[config.mk]
export PLATFORM = sky130hd
export DESIGN_NAME = adccfg_regbank
export DESIGN_NICKNAME = d
export VERILOG_FILES = /design/src/design/adccfg_pkg.sv /design/src/design/adccfg_pin_sync.sv /design/src/design/adccfg_regbank.sv
export SDC_FILE = /design/constraint.sdc
export NUM_CORES = 1
export LEC_CHECK = 0
export BUFFER_PORTS_ARGS = -buffer_cell sky130_fd_sc_hd__buf_2
export CAP_MARGIN = 20
export CORE_ASPECT_RATIO = 1.75
export CORE_MARGIN = 2
export CORE_UTILIZATION = 55
export DETAILED_ROUTE_END_ITERATION = 10
export PLACE_DENSITY = 0.83
export SYNTH_ARGS = -nofsm -noshare
export SYNTH_HDL_FRONTEND = slang
export SYNTH_HIERARCHICAL = 1
export SYNTH_SLANG_ARGS = --single-unit
[constraint.sdc]
create_clock -name I_CLK -period 1.7 [get_ports I_CLK]
set_input_delay 0 -clock I_CLK [delete_from_list [all_inputs] [get_ports I_CLK]]
set_output_delay 0 -clock I_CLK [all_outputs]
set_load 0.05 [all_outputs]
[src/design/adccfg_pkg.sv]
// constants and types shared by the configuration register bank
package adccfg_pkg;

  // ==========================================================
  // byte addresses of the register bases
  localparam logic [7:0] CHAIN_IDENTIFIER_ADDR        = 8'h00;
  localparam logic [7:0] RESET_POWER_CONTROL_ADDR     = 8'h04;
  localparam logic [7:0] INPUT_PROTOCOL_CONTROL_ADDR  = 8'h08;
  localparam logic [7:0] OUTPUT_PROTOCOL_CONTROL_ADDR = 8'h0c;
  localparam logic [7:0] OUTPUT_WORD_CONTROL_ADDR     = 8'h10;
  localparam logic [7:0] INPUT_SPAN_SELECT_ADDR       = 8'h14;
  localparam logic [7:0] ALARM_FLAGS_ADDR             = 8'h20;
  localparam logic [7:0] ALARM_UPPER_LIMIT_ADDR       = 8'h24;
  localparam logic [7:0] ALARM_LOWER_LIMIT_ADDR       = 8'h28;

  // ==========================================================
  // byte lanes inside a word
  localparam logic [1:0] LANE_BITS_7_0   = 2'h0;
  localparam logic [1:0] LANE_BITS_15_8  = 2'h1;
  localparam logic [1:0] LANE_BITS_23_16 = 2'h2;
  localparam logic [1:0] LANE_BITS_31_24 = 2'h3;

  // ==========================================================
  // field positions, counted inside their byte lane, and generic storage sizes
  localparam int CHAIN_ID_LSB          = 0;
  localparam int CHAIN_ID_W            = 4;
  localparam int SUPPLY_ALARM_DIS_BIT  = 5;
  localparam int INPUT_ALARM_DIS_BIT   = 4;
  localparam int RESET_CLASS_BIT       = 2;
  localparam int LIGHT_SLEEP_EN_BIT    = 1;
  localparam int POWER_DOWN_BIT        = 0;
  localparam int PROTOCOL_LSB          = 0;
  localparam int PROTOCOL_W            = 2;
  localparam int GENERIC_WORDS         = 6;
  localparam int GENERIC_BYTES         = 24;

  // ==========================================================
  // key and reset values
  localparam logic [7:0]            WRITE_KEY_VALUE  = 8'h69;
  localparam logic [7:0]            KEY_RESET        = 8'h00;
  localparam logic [CHAIN_ID_W-1:0] CHAIN_ID_RESET   = 4'h0;
  localparam logic [PROTOCOL_W-1:0] PROTOCOL_RESET   = 2'h0;
  localparam logic                  CTRL_BIT_RESET   = 1'b0;
  localparam logic [7:0]            BYTE_RESET       = 8'h00;
  localparam logic [1:0]            PIN_IDLE_LEVELS  = 2'h3;

  typedef enum logic [1:0] {
    PWR_ACTIVE,
    PWR_LIGHT_SLEEP,
    PWR_DOWN
  } adccfg_pwr_t;

endpackage : adccfg_pkg

[src/design/adccfg_pin_sync.sv]
// three-stage synchroniser with agreement filter for pin inputs
`timescale 1ns/10ps
`default_nettype none

module adccfg_pin_sync #(
  parameter int         WIDTH = 2,
  parameter logic [1:0] IDLE  = 2'h3
) (
  input  wire logic             i_clk,
  input  wire logic             i_rst,
  input  wire logic [WIDTH-1:0] i_pin,
  output logic      [WIDTH-1:0] o_level
);

  logic [WIDTH-1:0] stage1;
  logic [WIDTH-1:0] stage2;
  logic [WIDTH-1:0] stage3;
  logic [WIDTH-1:0] next_level;

  // a change is accepted only once stages two and three agree
  always_comb begin
    next_level = o_level;
    for (int i = 0; i < WIDTH; i++) begin
      if (stage2[i] == stage3[i]) begin
        next_level[i] = stage3[i];
      end
    end
  end

  always_ff @(posedge i_clk) begin
    if (i_rst) begin
      stage1  <= IDLE[WIDTH-1:0];
      stage2  <= IDLE[WIDTH-1:0];
      stage3  <= IDLE[WIDTH-1:0];
      o_level <= IDLE[WIDTH-1:0];
    end else begin
      stage1  <= i_pin;
      stage2  <= stage1;
      stage3  <= stage2;
      o_level <= next_level;
    end
  end

endmodule : adccfg_pin_sync

`default_nettype wire

[src/design/adccfg_regbank.sv]
// configuration register bank with key-protected reset and power control
`timescale 1ns/10ps
`default_nettype none

// Summary of operation
// - nine 32-bit registers, four byte addresses each
// - byte lanes map low to high addresses
// - writable 4-bit chain identifier, resets zero
// - reserved bits always read as zero
// - control bits written only with key 69h
// - bit five disables supply alarm
// - bit four disables input alarm
// - bit two selects reset pin class
// - class bit sticks until power cycle
// - light sleep after conversion done when enabled and select high
// - bit zero requests converter power down
// - class cleared only at power-on; sleep also at full pin reset
// - protocol field selects clock polarity/phase
module adccfg_regbank
  import adccfg_pkg::*;
(
  input  wire logic                  I_CLK,
  input  wire logic                  I_RST,
  input  wire logic                  I_WR_EN,
  input  wire logic                  I_RD_EN,
  input  wire logic [7:0]            I_ADDR,
  input  wire logic [7:0]            I_WR_DATA,
  input  wire logic                  I_RESET_PIN_N,
  input  wire logic                  I_CONVERT_START_SELECT,
  input  wire logic                  I_CONV_DONE,
  output logic      [7:0]            O_RD_DATA,
  output logic                       O_RD_VALID,
  output logic      [CHAIN_ID_W-1:0] O_CHAIN_ID,
  output logic      [PROTOCOL_W-1:0] O_SERIAL_PROTOCOL_SELECT,
  output logic                       O_SUPPLY_ALARM_EN,
  output logic                       O_INPUT_ALARM_EN,
  output logic                       O_POWER_DOWN,
  output logic                       O_LIGHT_SLEEP,
  output logic                       O_APP_RESET,
  output logic                       O_FULL_RESET
);

  // ==========================================================
  // state
  logic [CHAIN_ID_W-1:0] chain_id;
  logic [7:0]            write_protect_key;
  logic                  supply_alarm_disable;
  logic                  input_alarm_disable;
  logic                  reset_pin_class_select;
  logic                  light_sleep_enable;
  logic                  power_down_request;
  logic [PROTOCOL_W-1:0] serial_protocol_select;
  logic [7:0]            generic_mem [GENERIC_BYTES];
  adccfg_pwr_t           pwr;
  logic                  pin_prev_n;
  logic [7:0]            rd_data;
  logic                  rd_valid;
  logic                  app_reset;
  logic                  full_reset;

  logic [CHAIN_ID_W-1:0] next_chain_id;
  logic [7:0]            next_write_protect_key;
  logic                  next_supply_alarm_disable;
  logic                  next_input_alarm_disable;
  logic                  next_reset_pin_class_select;
  logic                  next_light_sleep_enable;
  logic                  next_power_down_request;
  logic [PROTOCOL_W-1:0] next_serial_protocol_select;
  logic [7:0]            next_generic_mem [GENERIC_BYTES];
  adccfg_pwr_t           next_pwr;
  logic [7:0]            next_rd_data;

  logic [1:0]            pin_level;
  logic                  reset_pin_n;
  logic                  select_high;
  logic                  pin_fall;
  logic [5:0]            wr_slot;
  logic [5:0]            rd_slot;

  // ==========================================================
  // pin synchronisers
  adccfg_pin_sync #(
    .WIDTH (2),
    .IDLE  (PIN_IDLE_LEVELS)
  ) u_pin_sync (
    .i_clk   (I_CLK),
    .i_rst   (I_RST),
    .i_pin   ({I_RESET_PIN_N, I_CONVERT_START_SELECT}),
    .o_level (pin_level)
  );

  assign reset_pin_n = pin_level[1];
  assign select_high = pin_level[0];
  assign pin_fall    = pin_prev_n & ~reset_pin_n;

  // ==========================================================
  // address decode
  // registers without documented fields are kept as plain bytes
  function automatic logic [5:0] generic_slot(input logic [7:0] a);
    logic [2:0] word;
    logic       hit;
    word = 3'h0;
    hit  = 1'b1;
    unique case ({a[7:2], 2'h0})
      OUTPUT_PROTOCOL_CONTROL_ADDR: word = 3'h0;
      OUTPUT_WORD_CONTROL_ADDR:     word = 3'h1;
      INPUT_SPAN_SELECT_ADDR:       word = 3'h2;
      ALARM_FLAGS_ADDR:             word = 3'h3;
      ALARM_UPPER_LIMIT_ADDR:       word = 3'h4;
      ALARM_LOWER_LIMIT_ADDR:       word = 3'h5;
      default:                      hit  = 1'b0;
    endcase
    return {hit, word, a[1:0]};
  endfunction : generic_slot

  function automatic logic at_byte(input logic [7:0] a, input logic [7:0] base, input logic [1:0] lane);
    return a == (base | {6'h00, lane});
  endfunction : at_byte

  assign wr_slot = generic_slot(I_ADDR);
  assign rd_slot = generic_slot(I_ADDR);

  // ==========================================================
  // register writes and reset classes
  always_comb begin
    next_chain_id               = chain_id;
    next_write_protect_key      = write_protect_key;
    next_supply_alarm_disable   = supply_alarm_disable;
    next_input_alarm_disable    = input_alarm_disable;
    next_reset_pin_class_select = reset_pin_class_select;
    next_light_sleep_enable     = light_sleep_enable;
    next_power_down_request     = power_down_request;
    next_serial_protocol_select = serial_protocol_select;
    next_generic_mem            = generic_mem;
    if (pin_fall) begin
      // both classes clear user settings; only the full class touches power-on fields
      next_chain_id             = CHAIN_ID_RESET;
      next_write_protect_key    = KEY_RESET;
      next_supply_alarm_disable = CTRL_BIT_RESET;
      next_input_alarm_disable  = CTRL_BIT_RESET;
      next_power_down_request   = CTRL_BIT_RESET;
      for (int i = 0; i < GENERIC_BYTES; i++) begin
        next_generic_mem[i] = BYTE_RESET;
      end
      if (!reset_pin_class_select) begin
        next_light_sleep_enable     = CTRL_BIT_RESET;
        next_serial_protocol_select = PROTOCOL_RESET;
      end
    end else if (I_WR_EN) begin
      if (at_byte(I_ADDR, CHAIN_IDENTIFIER_ADDR, LANE_BITS_23_16)) begin
        next_chain_id = I_WR_DATA[CHAIN_ID_LSB +: CHAIN_ID_W];
      end
      if (at_byte(I_ADDR, RESET_POWER_CONTROL_ADDR, LANE_BITS_15_8)) begin
        next_write_protect_key = I_WR_DATA;
      end
      if (at_byte(I_ADDR, RESET_POWER_CONTROL_ADDR, LANE_BITS_7_0) &&
          write_protect_key == WRITE_KEY_VALUE) begin
        next_supply_alarm_disable   = I_WR_DATA[SUPPLY_ALARM_DIS_BIT];
        next_input_alarm_disable    = I_WR_DATA[INPUT_ALARM_DIS_BIT];
        next_reset_pin_class_select = reset_pin_class_select | I_WR_DATA[RESET_CLASS_BIT];
        next_light_sleep_enable     = I_WR_DATA[LIGHT_SLEEP_EN_BIT];
        next_power_down_request     = I_WR_DATA[POWER_DOWN_BIT];
      end
      if (at_byte(I_ADDR, INPUT_PROTOCOL_CONTROL_ADDR, LANE_BITS_7_0)) begin
        next_serial_protocol_select = I_WR_DATA[PROTOCOL_LSB +: PROTOCOL_W];
      end
      if (wr_slot[5]) begin
        next_generic_mem[wr_slot[4:0]] = I_WR_DATA;
      end
    end
  end

  always_ff @(posedge I_CLK) begin
    if (I_RST) begin
      chain_id               <= CHAIN_ID_RESET;
      write_protect_key      <= KEY_RESET;
      supply_alarm_disable   <= CTRL_BIT_RESET;
      input_alarm_disable    <= CTRL_BIT_RESET;
      reset_pin_class_select <= CTRL_BIT_RESET;
      light_sleep_enable     <= CTRL_BIT_RESET;
      power_down_request     <= CTRL_BIT_RESET;
      serial_protocol_select <= PROTOCOL_RESET;
      for (int i = 0; i < GENERIC_BYTES; i++) begin
        generic_mem[i] <= BYTE_RESET;
      end
    end else begin
      chain_id               <= next_chain_id;
      write_protect_key      <= next_write_protect_key;
      supply_alarm_disable   <= next_supply_alarm_disable;
      input_alarm_disable    <= next_input_alarm_disable;
      reset_pin_class_select <= next_reset_pin_class_select;
      light_sleep_enable     <= next_light_sleep_enable;
      power_down_request     <= next_power_down_request;
      serial_protocol_select <= next_serial_protocol_select;
      generic_mem            <= next_generic_mem;
    end
  end

  // ==========================================================
  // power state
  always_comb begin
    next_pwr = pwr;
    if (power_down_request) begin
      next_pwr = PWR_DOWN;
    end else begin
      unique case (pwr)
        PWR_ACTIVE: begin
          if (I_CONV_DONE && light_sleep_enable && select_high) begin
            next_pwr = PWR_LIGHT_SLEEP;
          end
        end
        PWR_LIGHT_SLEEP: begin
          if (!select_high || !light_sleep_enable) begin
            next_pwr = PWR_ACTIVE;
          end
        end
        PWR_DOWN: begin
          next_pwr = PWR_ACTIVE;
        end
        default: begin
          next_pwr = PWR_ACTIVE;
        end
      endcase
    end
  end

  always_ff @(posedge I_CLK) begin
    if (I_RST) begin
      pwr        <= PWR_ACTIVE;
      pin_prev_n <= 1'b1;
      app_reset  <= 1'b0;
      full_reset <= 1'b0;
    end else begin
      pwr        <= next_pwr;
      pin_prev_n <= reset_pin_n;
      app_reset  <= pin_fall & reset_pin_class_select;
      full_reset <= pin_fall & ~reset_pin_class_select;
    end
  end

  // ==========================================================
  // read path; reserved and unmapped bytes return zero
  always_comb begin
    next_rd_data = BYTE_RESET;
    if (at_byte(I_ADDR, CHAIN_IDENTIFIER_ADDR, LANE_BITS_23_16)) begin
      next_rd_data[CHAIN_ID_LSB +: CHAIN_ID_W] = chain_id;
    end
    if (at_byte(I_ADDR, RESET_POWER_CONTROL_ADDR, LANE_BITS_15_8)) begin
      next_rd_data = write_protect_key;
    end
    if (at_byte(I_ADDR, RESET_POWER_CONTROL_ADDR, LANE_BITS_7_0)) begin
      next_rd_data[SUPPLY_ALARM_DIS_BIT] = supply_alarm_disable;
      next_rd_data[INPUT_ALARM_DIS_BIT]  = input_alarm_disable;
      next_rd_data[RESET_CLASS_BIT]      = reset_pin_class_select;
      next_rd_data[LIGHT_SLEEP_EN_BIT]   = light_sleep_enable;
      next_rd_data[POWER_DOWN_BIT]       = power_down_request;
    end
    if (at_byte(I_ADDR, INPUT_PROTOCOL_CONTROL_ADDR, LANE_BITS_7_0)) begin
      next_rd_data[PROTOCOL_LSB +: PROTOCOL_W] = serial_protocol_select;
    end
    if (rd_slot[5]) begin
      next_rd_data = generic_mem[rd_slot[4:0]];
    end
  end

  always_ff @(posedge I_CLK) begin
    if (I_RST) begin
      rd_data  <= BYTE_RESET;
      rd_valid <= 1'b0;
    end else begin
      rd_data  <= I_RD_EN ? next_rd_data : rd_data;
      rd_valid <= I_RD_EN;
    end
  end

  assign O_RD_DATA                = rd_data;
  assign O_RD_VALID               = rd_valid;
  assign O_CHAIN_ID               = chain_id;
  assign O_SERIAL_PROTOCOL_SELECT = serial_protocol_select;
  assign O_SUPPLY_ALARM_EN        = ~supply_alarm_disable;
  assign O_INPUT_ALARM_EN         = ~input_alarm_disable;
  assign O_POWER_DOWN             = pwr == PWR_DOWN;
  assign O_LIGHT_SLEEP            = pwr == PWR_LIGHT_SLEEP;
  assign O_APP_RESET              = app_reset;
  assign O_FULL_RESET             = full_reset;
endmodule : adccfg_regbank

`default_nettype wire

After elaboration in Yosys (flattened, before gate mapping)
Cells that the tools add are included.

storage, ports and cells
  bits in registers = 233
  output and inout port bits = 21
  input port bits = 23
  logic and storage cells = 125

cells by class
  mux-type cells = 26
  eq/ne operators = 20
  reduce and logical (&&, ||, !) cells = 23
  bitwise logic cells = 10
  order comparisons = 2

operator list
  cell                                                count
  bitwise mux 192 bit                                 1
  binary-select mux 8 bit (select 5 bit)              1
  demux 8 bit (select 5 bit)                          1
  two-way mux 8 bit                                   5
  == test 6 x 4 -> 1 bit, second input constant       3
  two-way mux 2 bit                                   9
  == test 8 x 3 -> 1 bit, second input constant       2
  case mux 3 bit (5 select lines)                     1
  == test 6 x 3 -> 1 bit, second input constant       2
  AND reduction 2 bit                                 6
  AND reduction 3 bit                                 3
  == test 8 x 2 -> 1 bit, second input constant       1
  == test 8 x 4 -> 1 bit, second input constant       1
  == test 8 x 7 -> 1 bit, second input constant       1
  == test 6 x 2 -> 1 bit, second input constant       1
  >= comparator 6 bit, second input constant          1
  < comparator 6 x 1 -> 1 bit, second input constant  1
  NOT 5 -> 6 bit                                      1
  nonzero test 2 bit                                  3
  OR reduction 6 bit                                  1
  two-way mux 1 bit                                   5
  NOT 1 bit                                           5
  logical AND 1 bit                                   4
  two-way mux 4 bit                                   1
  other kinds (15)                                    21

Depth between registers and ports, before layout
Gate-level depths: netlist of the first run.

  depth in word-level cells = 8
  depth in mapped cells = 9
  mapped depth without buffers = 5

Cells and area by module
The synthesis of the first run kept the hierarchy.

by module, submodules not included
  module           instances  sequential area each (um^2)  area an instance (um^2)  cells each
  adccfg_regbank   1          4504.3                       10048.4                  981
  adccfg_pin_sync  1          160.2                        230.2                    20

Worst setup path before layout of the first run
No wires, ideal clock.

  path type = input to register
  start point = input I_ADDR[1]
  end point = register rd_data[7], in the netlist O_RD_DATA[7]
  arrival = 1599 ps
  required time = 1566 ps
  path slack = -33 ps
  cell stages on the path = 7
  library setup time = 134 ps
  buffers on the path = 3
  cell sequence = buf_2 -> buf_2 -> buf_1 -> mux4_2 -> a22o_1 -> a211oi_1 -> o22ai_1

on the way
  longest elaborated chain between the ends = 5
  elaborated cells between the ends (all ways) = 7
  those cells by class = eq/ne: 1; mux: 5; bitwise: 1

RTL lines
  item                                                   line                   RTL
  from (decl)                                            adccfg_regbank.sv:26   input wire logic [7:0] I_ADDR,
  NOT 5 -> 6 bit (implied by the code)                   adccfg_regbank.sv:262  next_rd_data = generic_mem[rd_slot[4:0]];
  binary-select mux 8 bit (select 5 bit)                 adccfg_regbank.sv:262
  two-way mux 8 bit (implied by the code) (2 in series)  adccfg_regbank.sv:262
  two-way mux 8 bit *                                    adccfg_regbank.sv:261  if (rd_slot[5]) begin
  to (signal assigned)                                   adccfg_regbank.sv:271  rd_data <= I_RD_EN ? next_rd_data : rd_data;
  to (decl)                                              adccfg_regbank.sv:56   logic [7:0] rd_data;

Every way passes the cells marked *; elsewhere a longest branch is shown, timed or not. The select of a mux whose other input is x is not followed.
A chain may end at the register's enable or synchronous reset.

Worst setup path in the final report of the first run
  start point = register generic_mem[163] (netlist bit)
  end point = register rd_data[3], in the netlist O_RD_DATA[3]

on the way
  longest elaborated chain between the ends = 4

RTL lines
  item                                                   line                   RTL
  from (decl)                                            adccfg_regbank.sv:53   logic [7:0] generic_mem [GENERIC_BYTES];
  from (signal assigned)                                 adccfg_regbank.sv:195  generic_mem <= next_generic_mem;
  binary-select mux 8 bit (select 5 bit)                 adccfg_regbank.sv:262
  two-way mux 8 bit (implied by the code) (2 in series)  adccfg_regbank.sv:262
  two-way mux 8 bit                                      adccfg_regbank.sv:261

No other way between the ends. The select of a mux whose other input is x is not followed.

==> results.tsv, run 1 <==
stage	metric	value	unit
run_status	run status	finished, final reports clean	
timing	relative max-transition margin	58.9	%
global_routing	GRT Total Usage	30.7	%
setup_path	crit path kind	reg2reg	
final_layout	post-route cell area	0.0123	mm2
placed_design	hpwl dp	21.1	mm
route	DR iter-0 viols	626	
synthesis	Mapped Cells	1001	
timing	Slew @ Worst Pin	612	ps
synthesis	syn_nets	1024	
synthesis	number of synthesized flops with an enable pin	0	
route	drt drc	0	
setup_path	r2r worst-path depth	4	
setup_path	critical path launch point type	register	
floorplanning	die area	0.0198	mm2
setup_path	worst endpoint required time	2090	ps
hold_path	WHS Endpoint	O_CHAIN_ID[1]$_SDFFE_PP0P_	
synthesis	post-synthesis sequential area ratio	45.4	%
setup_path	worst endpoint data arrival time	2060	ps
placed_design	Cell Area, Placed	0.0115	mm2
clocking	Clk Latency, worst-skew pair	510	ps
timing	setup violators final	0	
clocking	CTS root buf	clkbuf_16	
global_routing	Remaining Overflow, GRT	0	
placed_design	worst slack, placed	-322	ps
global_routing	largest net degree at the start of global routing	76	
route	drt first pass iters	5	
final_layout	Syn-to-layout area delta	20.1	%
setup_path	reg2reg end	O_RD_DATA[3]$_SDFFE_PP0P_	
setup_path	worst-path fanout max	2	
setup_path	Critical Path End Type	register	
synthesis	Post-synth ARST share	0	%
final_layout	share of layout cells above drive strength 1	23.9	%
run	MaxCap Viol Count	0	
hold_path	HP Class	in2reg	
floorplanning	core box area	0.0185	mm2
route	routed vias/inst	6.23	
floorplanning	io pins	44	
final_layout	Layout Cells excl Fill	1360	
global_routing	initial antenna violation count	0	
clocking	H-tree lvl count	1	
synthesis	Seq cells post-synth	233	
route	antenna viol nets, final	0	
synthesis	Yosys top cell area share	45.4	%
final_layout	diodes inserted	0	
setup_path	reg2reg setup slack	30	ps
global_routing	first-pass GRT wire length	46.5	mm
timing	Tmin final	1670	ps
clocking	CTS Buf Count	21	
power	Worst VDD drop	0.855	mV
timing	final hold violations	0	
route	WL per Instance	22.1	um
floorplanning	row cnt	66	
clocking	post-CTS setup buffers	0	
synthesis	count leader, synth	dfxtp_1	
route	final wirelength	30.1	mm
timing	Fin Setup TNS	0	ps
floorplanning	Initial Utilization	55.6	%
clocking	CTS tree	done	
hold_path	Hold Crit Depth	4	
synthesis	synth warn	6	
floorplanning	Chip Width	107	um
timing	clk_skew	9.40	ps
timing	count of pins over their slew limit	0	
clocking	# clock sinks	233	
global_routing	vias in the first global route	8718	
setup_path	reg2reg start	generic_mem[163]$_SDFFE_PP0P_	
clocking	Worst-path clk slew	70	ps
timing	fin crit share	98.4	%
synthesis	top cells by area, synth	dfxtp_1 (45%), mux2i_1 (12%), mux4_2 (11%)	
hold_path	min-delay src	I_ADDR[4]	
clocking	clock buffer depth	3	
synthesis	dominant synthesized flop cell	dfxtp_1	
floorplanning	die height	185	um
synthesis	dominant cell type by area after synthesis	dfxtp_1	
placed_design	Placed Cells	1309	
power	P per Cell Area	883	mW/mm2
placed_design	GPL Wtd Cong	0.981	
synthesis	post-synth cell types	56	
synthesis	syn avg cell area	10.3	um2
final_layout	nets@finish	1132	
timing	fmax	598	MHz
timing	final worst slack	28.0	ps
route	Via Count	8476	
synthesis	Synth top cells by count	dfxtp_1 (233), mux2i_1 (126), nand2_1 (116)	
power	leakage power	0.00494	uW
placed_design	I/O Buffers	43	
synthesis	Post-Syn Area	0.0103	mm2
cell usage in the layout, fill, tap and decap left out, types with 3 or more instances in the layout:
master / netlist / routed
nor3_1: 6 / 6
a21oi_1: 14 / 14
a32oi_1: 4 / 4
and2_1: 4 / 4
or2_1: 6 / 6
o21ai_1: 9 / 9
nand4_1: 6 / 6
clkbuf_1: 50 / 6
a211oi_4: 1 / 3
dfxtp_1: 233 / 233
mux4_2: 48 / 48
nand4_4: 5 / 5
o22ai_1: 4 / 4
mux2_2: 8 / 8
buf_12: 0 / 18
nor4_1: 6 / 6
buf_4: 4 / 88
clkbuf_8: 0 / 3
nand2_1: 116 / 116
nand2b_1: 6 / 5
a22oi_1: 8 / 8
mux2i_1: 126 / 126
nor4_4: 3 / 3
o21ai_0: 79 / 79
nand3_1: 55 / 55
inv_1: 6 / 6
nor2b_1: 14 / 14
a22o_1: 11 / 11
nor2_1: 64 / 63
clkbuf_16: 0 / 21
nor2_2: 3 / 3
nand3b_1: 34 / 34
buf_2: 15 / 42
dlygate4sd3_1: 0 / 15
nor4_2: 3 / 3
and3_1: 4 / 4
critical path, stage by stage, from the launching register on:
cell and delay [ps]:
dfxtp_1 320, mux4_2 490, mux2_2 310, a2111oi_4 350
nor4_1 80
how the worst max path moves through the flow:
| stage | slack (ps) | to | start |
|---|---|---|---|
| global route | -6 | O_RD_DATA[3]$_SDFFE_PP0P_ | generic_mem[163]$_SDFFE_PP0P_ |
| global placement | -310 | O_RD_DATA[0]$_SDFFE_PP0P_ | I_ADDR[0] |
| CTS | 8 | O_RD_DATA[7]$_SDFFE_PP0P_ | generic_mem[167]$_SDFFE_PP0P_ |
| finish | 30 | O_RD_DATA[3]$_SDFFE_PP0P_ | generic_mem[163]$_SDFFE_PP0P_ |
| detailed placement | -320 | O_RD_DATA[0]$_SDFFE_PP0P_ | I_ADDR[0] |
| floorplan | 10 | O_RD_DATA[6]$_SDFFE_PP0P_ | I_ADDR[0] |
cell type report:
| cell class | instances | area (um2) |
|---|---|---|
| multi-input cells | 684 | 5330 |
| inverters | 6 | 22.5 |
| clock inverters | 6 | 65.1 |
| clock buffers | 30 | 589 |
| flip-flops and latches | 233 | 4660 |
| well taps | 238 | 298 |
| fillers | 1350 | 6150 |
| repair buffers | 163 | 1380 |
through the flow:
stage               hold slack (ps)  power (uW)  util, %
finish                         59.6       10900     66.7
global route                   73.3       11200     66.7
CTS                            32.2       10900     66.6
detailed placement              185        6370     62.1
global placement                177        6360     62.1
floorplan                      97.1        6010        -
report_power, final:
| part | switching [uW] | total, uW | internal, uW |
|---|---|---|---|
| Sequential | 7.99 | 5480 | 5470 |
| Combinational | 514 | 821 | 307 |
| Clock | 2030 | 4610 | 2580 |
| Total | 2550 | 10900 | 8350 |
cell families (layout without fill, tap and decap cells):
family                 count (synthesis)  count (layout)  synth area share [%]
muxes                                182             182                  23.7
buffers and inverters                 84             205                  3.54
AOI/OAI and AO/OA                    150             150                  8.86
DFF                                  233             233                  45.4
and+or+nand+nor                      352             352                  18.6
registers in the layout, indices dropped and copies added, names as in the netlist, 2 cells and up:
| signal | flops |
|---|---|
| generic_mem | 192 |
| O_RD_DATA | 8 |
| write_protect_key | 8 |
| O_CHAIN_ID | 4 |
| O_SERIAL_PROTOCOL_SELECT | 2 |
| pwr | 2 |
| u_pin_sync/o_level | 2 |
| u_pin_sync/stage1 | 2 |
| u_pin_sync/stage2 | 2 |
| u_pin_sync/stage3 | 2 |
metal layers:
layer	track usage (%)	routed length (um)
met1	32.7	10400
met2	53.8	15200
met3	3.76	1760
met4	24.5	2720
met5	0	0
timing repair:
item	CTS	global route
hold endpoints to repair	66	0
endpoints found under the setup margin	4	4
hold buffers	15	0
resized for setup	5	4
Note: power is estimated with default switching activity, not from simulation.
==> run 2: changes to the inputs <==
Settings changed: PLACE_DENSITY 0.83 to 0.75.
==> results.tsv, run 2 (same netlist as run 1, synthesis figures left out) <==
stage	metric	value	unit	change
run_status	run status	finished, final reports clean		
setup_path	critical path launch point type	register		
final_layout	final core occ	68.3	%	+1.5 points
placed_design	I/O Buffers	43		unchanged
setup_path	worst-path fanout max	2		unchanged
floorplanning	die area	0.0198	mm2	unchanged
setup_path	crit path kind	reg2reg		
global_routing	largest net degree at the start of global routing	82		+7.9%
timing	count of pins over their slew limit	0		unchanged
final_layout	share of layout cells above drive strength 1	25.2	%	+1.3 points
final_layout	most frequent cells in the layout	dfxtp_1 (233), mux2i_1 (126), nand2_1 (116)		
timing	fin crit share	98.8	%	+0.49 points
global_routing	first-pass GRT wire length	47.2	mm	+1.5%
placed_design	worst slack, placed	-315	ps	+7.21 ps
route	routed vias/inst	6.16		-1.1%
timing	Slew @ Worst Pin	491	ps	-121 ps
hold_path	HP Class	in2reg		
floorplanning	Chip Width	107	um	unchanged
global_routing	initial antenna violation count	0		unchanged
global_routing	vias in the first global route	8618		-1.1%
floorplanning	die height	185	um	unchanged
timing	final worst slack	19.7	ps	-8.26 ps
route	WL per Instance	22.1	um	-0.11%
power	leakage power	0.00509	uW	+3.0%
final_layout	commonest non-fill, non-tap cell in the layout	dfxtp_1		
timing	setup violators final	0		unchanged
route	Via Count	8474		-0.024%
placed_design	GPL Wtd Cong	0.975		-0.59%
setup_path	worst endpoint required time	2090	ps	about the same
setup_path	Critical Path Source	generic_mem[166]$_SDFFE_PP0P_		
timing	final hold violations	0		unchanged
route	drt first pass iters	5		unchanged
floorplanning	Initial Utilization	55.6	%	unchanged
final_layout	Largest Register	generic_mem		
route	final wirelength	30.4	mm	+0.99%
global_routing	Remaining Overflow, GRT	0		unchanged
clocking	CTS tree	done		
route	drt drc	0		unchanged
timing	hold_ws	50.2	ps	-9.39 ps
clocking	post-CTS setup buffers	0		unchanged
route	DR iter-0 viols	541		-14%
timing	fmax	595	MHz	-0.49%
clocking	Clk Latency, worst-skew pair	520	ps	about the same
timing	Tmin final	1680	ps	+8.26 ps
timing	clk_skew	22.3	ps	+12.9 ps
hold_path	min-delay src	I_ADDR[4]		
floorplanning	core box area	0.0185	mm2	unchanged
final_layout	diodes inserted	0		unchanged
clocking	H-tree lvl count	1		unchanged
timing	relative max-transition margin	67.2	%	+8.3 points
power	P per Cell Area	937	mW/mm2	+6.1%
clocking	CTS root buf	clkbuf_16		
final_layout	Syn-to-layout area delta	22.9	%	
clocking	# clock sinks	233		unchanged
timing	Fin Setup TNS	0	ps	unchanged
floorplanning	io pins	44		unchanged
clocking	Worst-path clk slew	70	ps	about the same
timing	RSZ-0062 raised after global routing	no		
floorplanning	row cnt	66		unchanged
setup_path	reg2reg start	generic_mem[166]$_SDFFE_PP0P_		
clocking	CTS Buf Count	21		unchanged
power	Worst VDD drop	0.718	mV	-16%
global_routing	GRT Total Usage	31.0	%	+0.29 points
placed_design	hpwl dp	21.3	mm	+1.1%
final_layout	Largest register FFs	192		unchanged
setup_path	worst endpoint data arrival time	2070	ps	about the same
clocking	clock buffer depth	3		unchanged
route	antenna viol nets, final	0		unchanged
final_layout	nets@finish	1145		+1.1%
setup_path	Critical Path End Type	register		
run	MaxCap Viol Count	0		unchanged
==> run 2: changes by cell type in the layout (fill, tap and decap cells not counted), sizes merged <==
cell | previous run | this run
buf | 148 | 161
bufinv | 1 | 7
clkbuf | 30 | 24
clkinvlp | 1 | 3
clkinv | 2 | 3
inv | 8 | 7
==> run 2: metal layers <==
metal  track usage, %  vias up  share of wire [%]
met5                0        -                  0
met4             23.6        0                9.3
met2             54.8      332                 51
met3             3.87      148                5.3
met1             32.9     4138                 34
li1                 -     3856                  -
==> run 2: where the power goes <==
| group | internal (uW) | switching (uW) | leakage, uW |
|---|---|---|---|
| clock | 3430 | 2120 | 0.000390 |
| combinational | 306 | 505 | 0.00282 |
| sequential | 5470 | 7.41 | 0.00188 |
| total | 9210 | 2640 | 0.00509 |
==> run 2: timing repair <==
item | CTS | global route
hold endpoints to repair | 74 | 0
pin swaps | 0 | 0
setup endpoints to repair | 2 | 5
resized for setup | 3 | 3
hold buffers | 15 | 0
==> run 2: per-stage QoR <==
step           instances  total power, uW  instance area (um2)
2_1_floorplan       1001             6010                10300
3_3_place_gp        1322             6360                11600
3_5_place_dp        1322             6370                11600
4_1_cts             1375            11900                12600
5_1_grt             1375            12100                12600
6_report            1375            11800                12600
==> run 2: area by class of cell <==
type,instances,area [um2]
inverters,6,22.5
clock inverters,14,256
fillers,1432,5860
repair buffers,176,1530
well taps,238,298
clock buffers,24,557
flip-flops and latches,233,4660
multi-input cells,684,5310
==> run 2: final timing paths <==
kind	endpoint	slack (ps)	cells past startpoint
setup / recovery	O_RD_DATA[6]$_SDFFE_PP0P_	20	4
hold / removal	O_CHAIN_ID[3]$_SDFFE_PP0P_	50	4
setup reg to reg	O_RD_DATA[6]$_SDFFE_PP0P_	20	4
hold reg to reg	u_pin_sync/stage2[0]$_SDFF_PP1_	410	1
==> run 2: worst max-delay path: stages (launching register included) <==
cell and delay (ps):
dfxtp_1 320, mux4_2 470, mux2_2 330, a211oi_4 320
o22ai_1 120
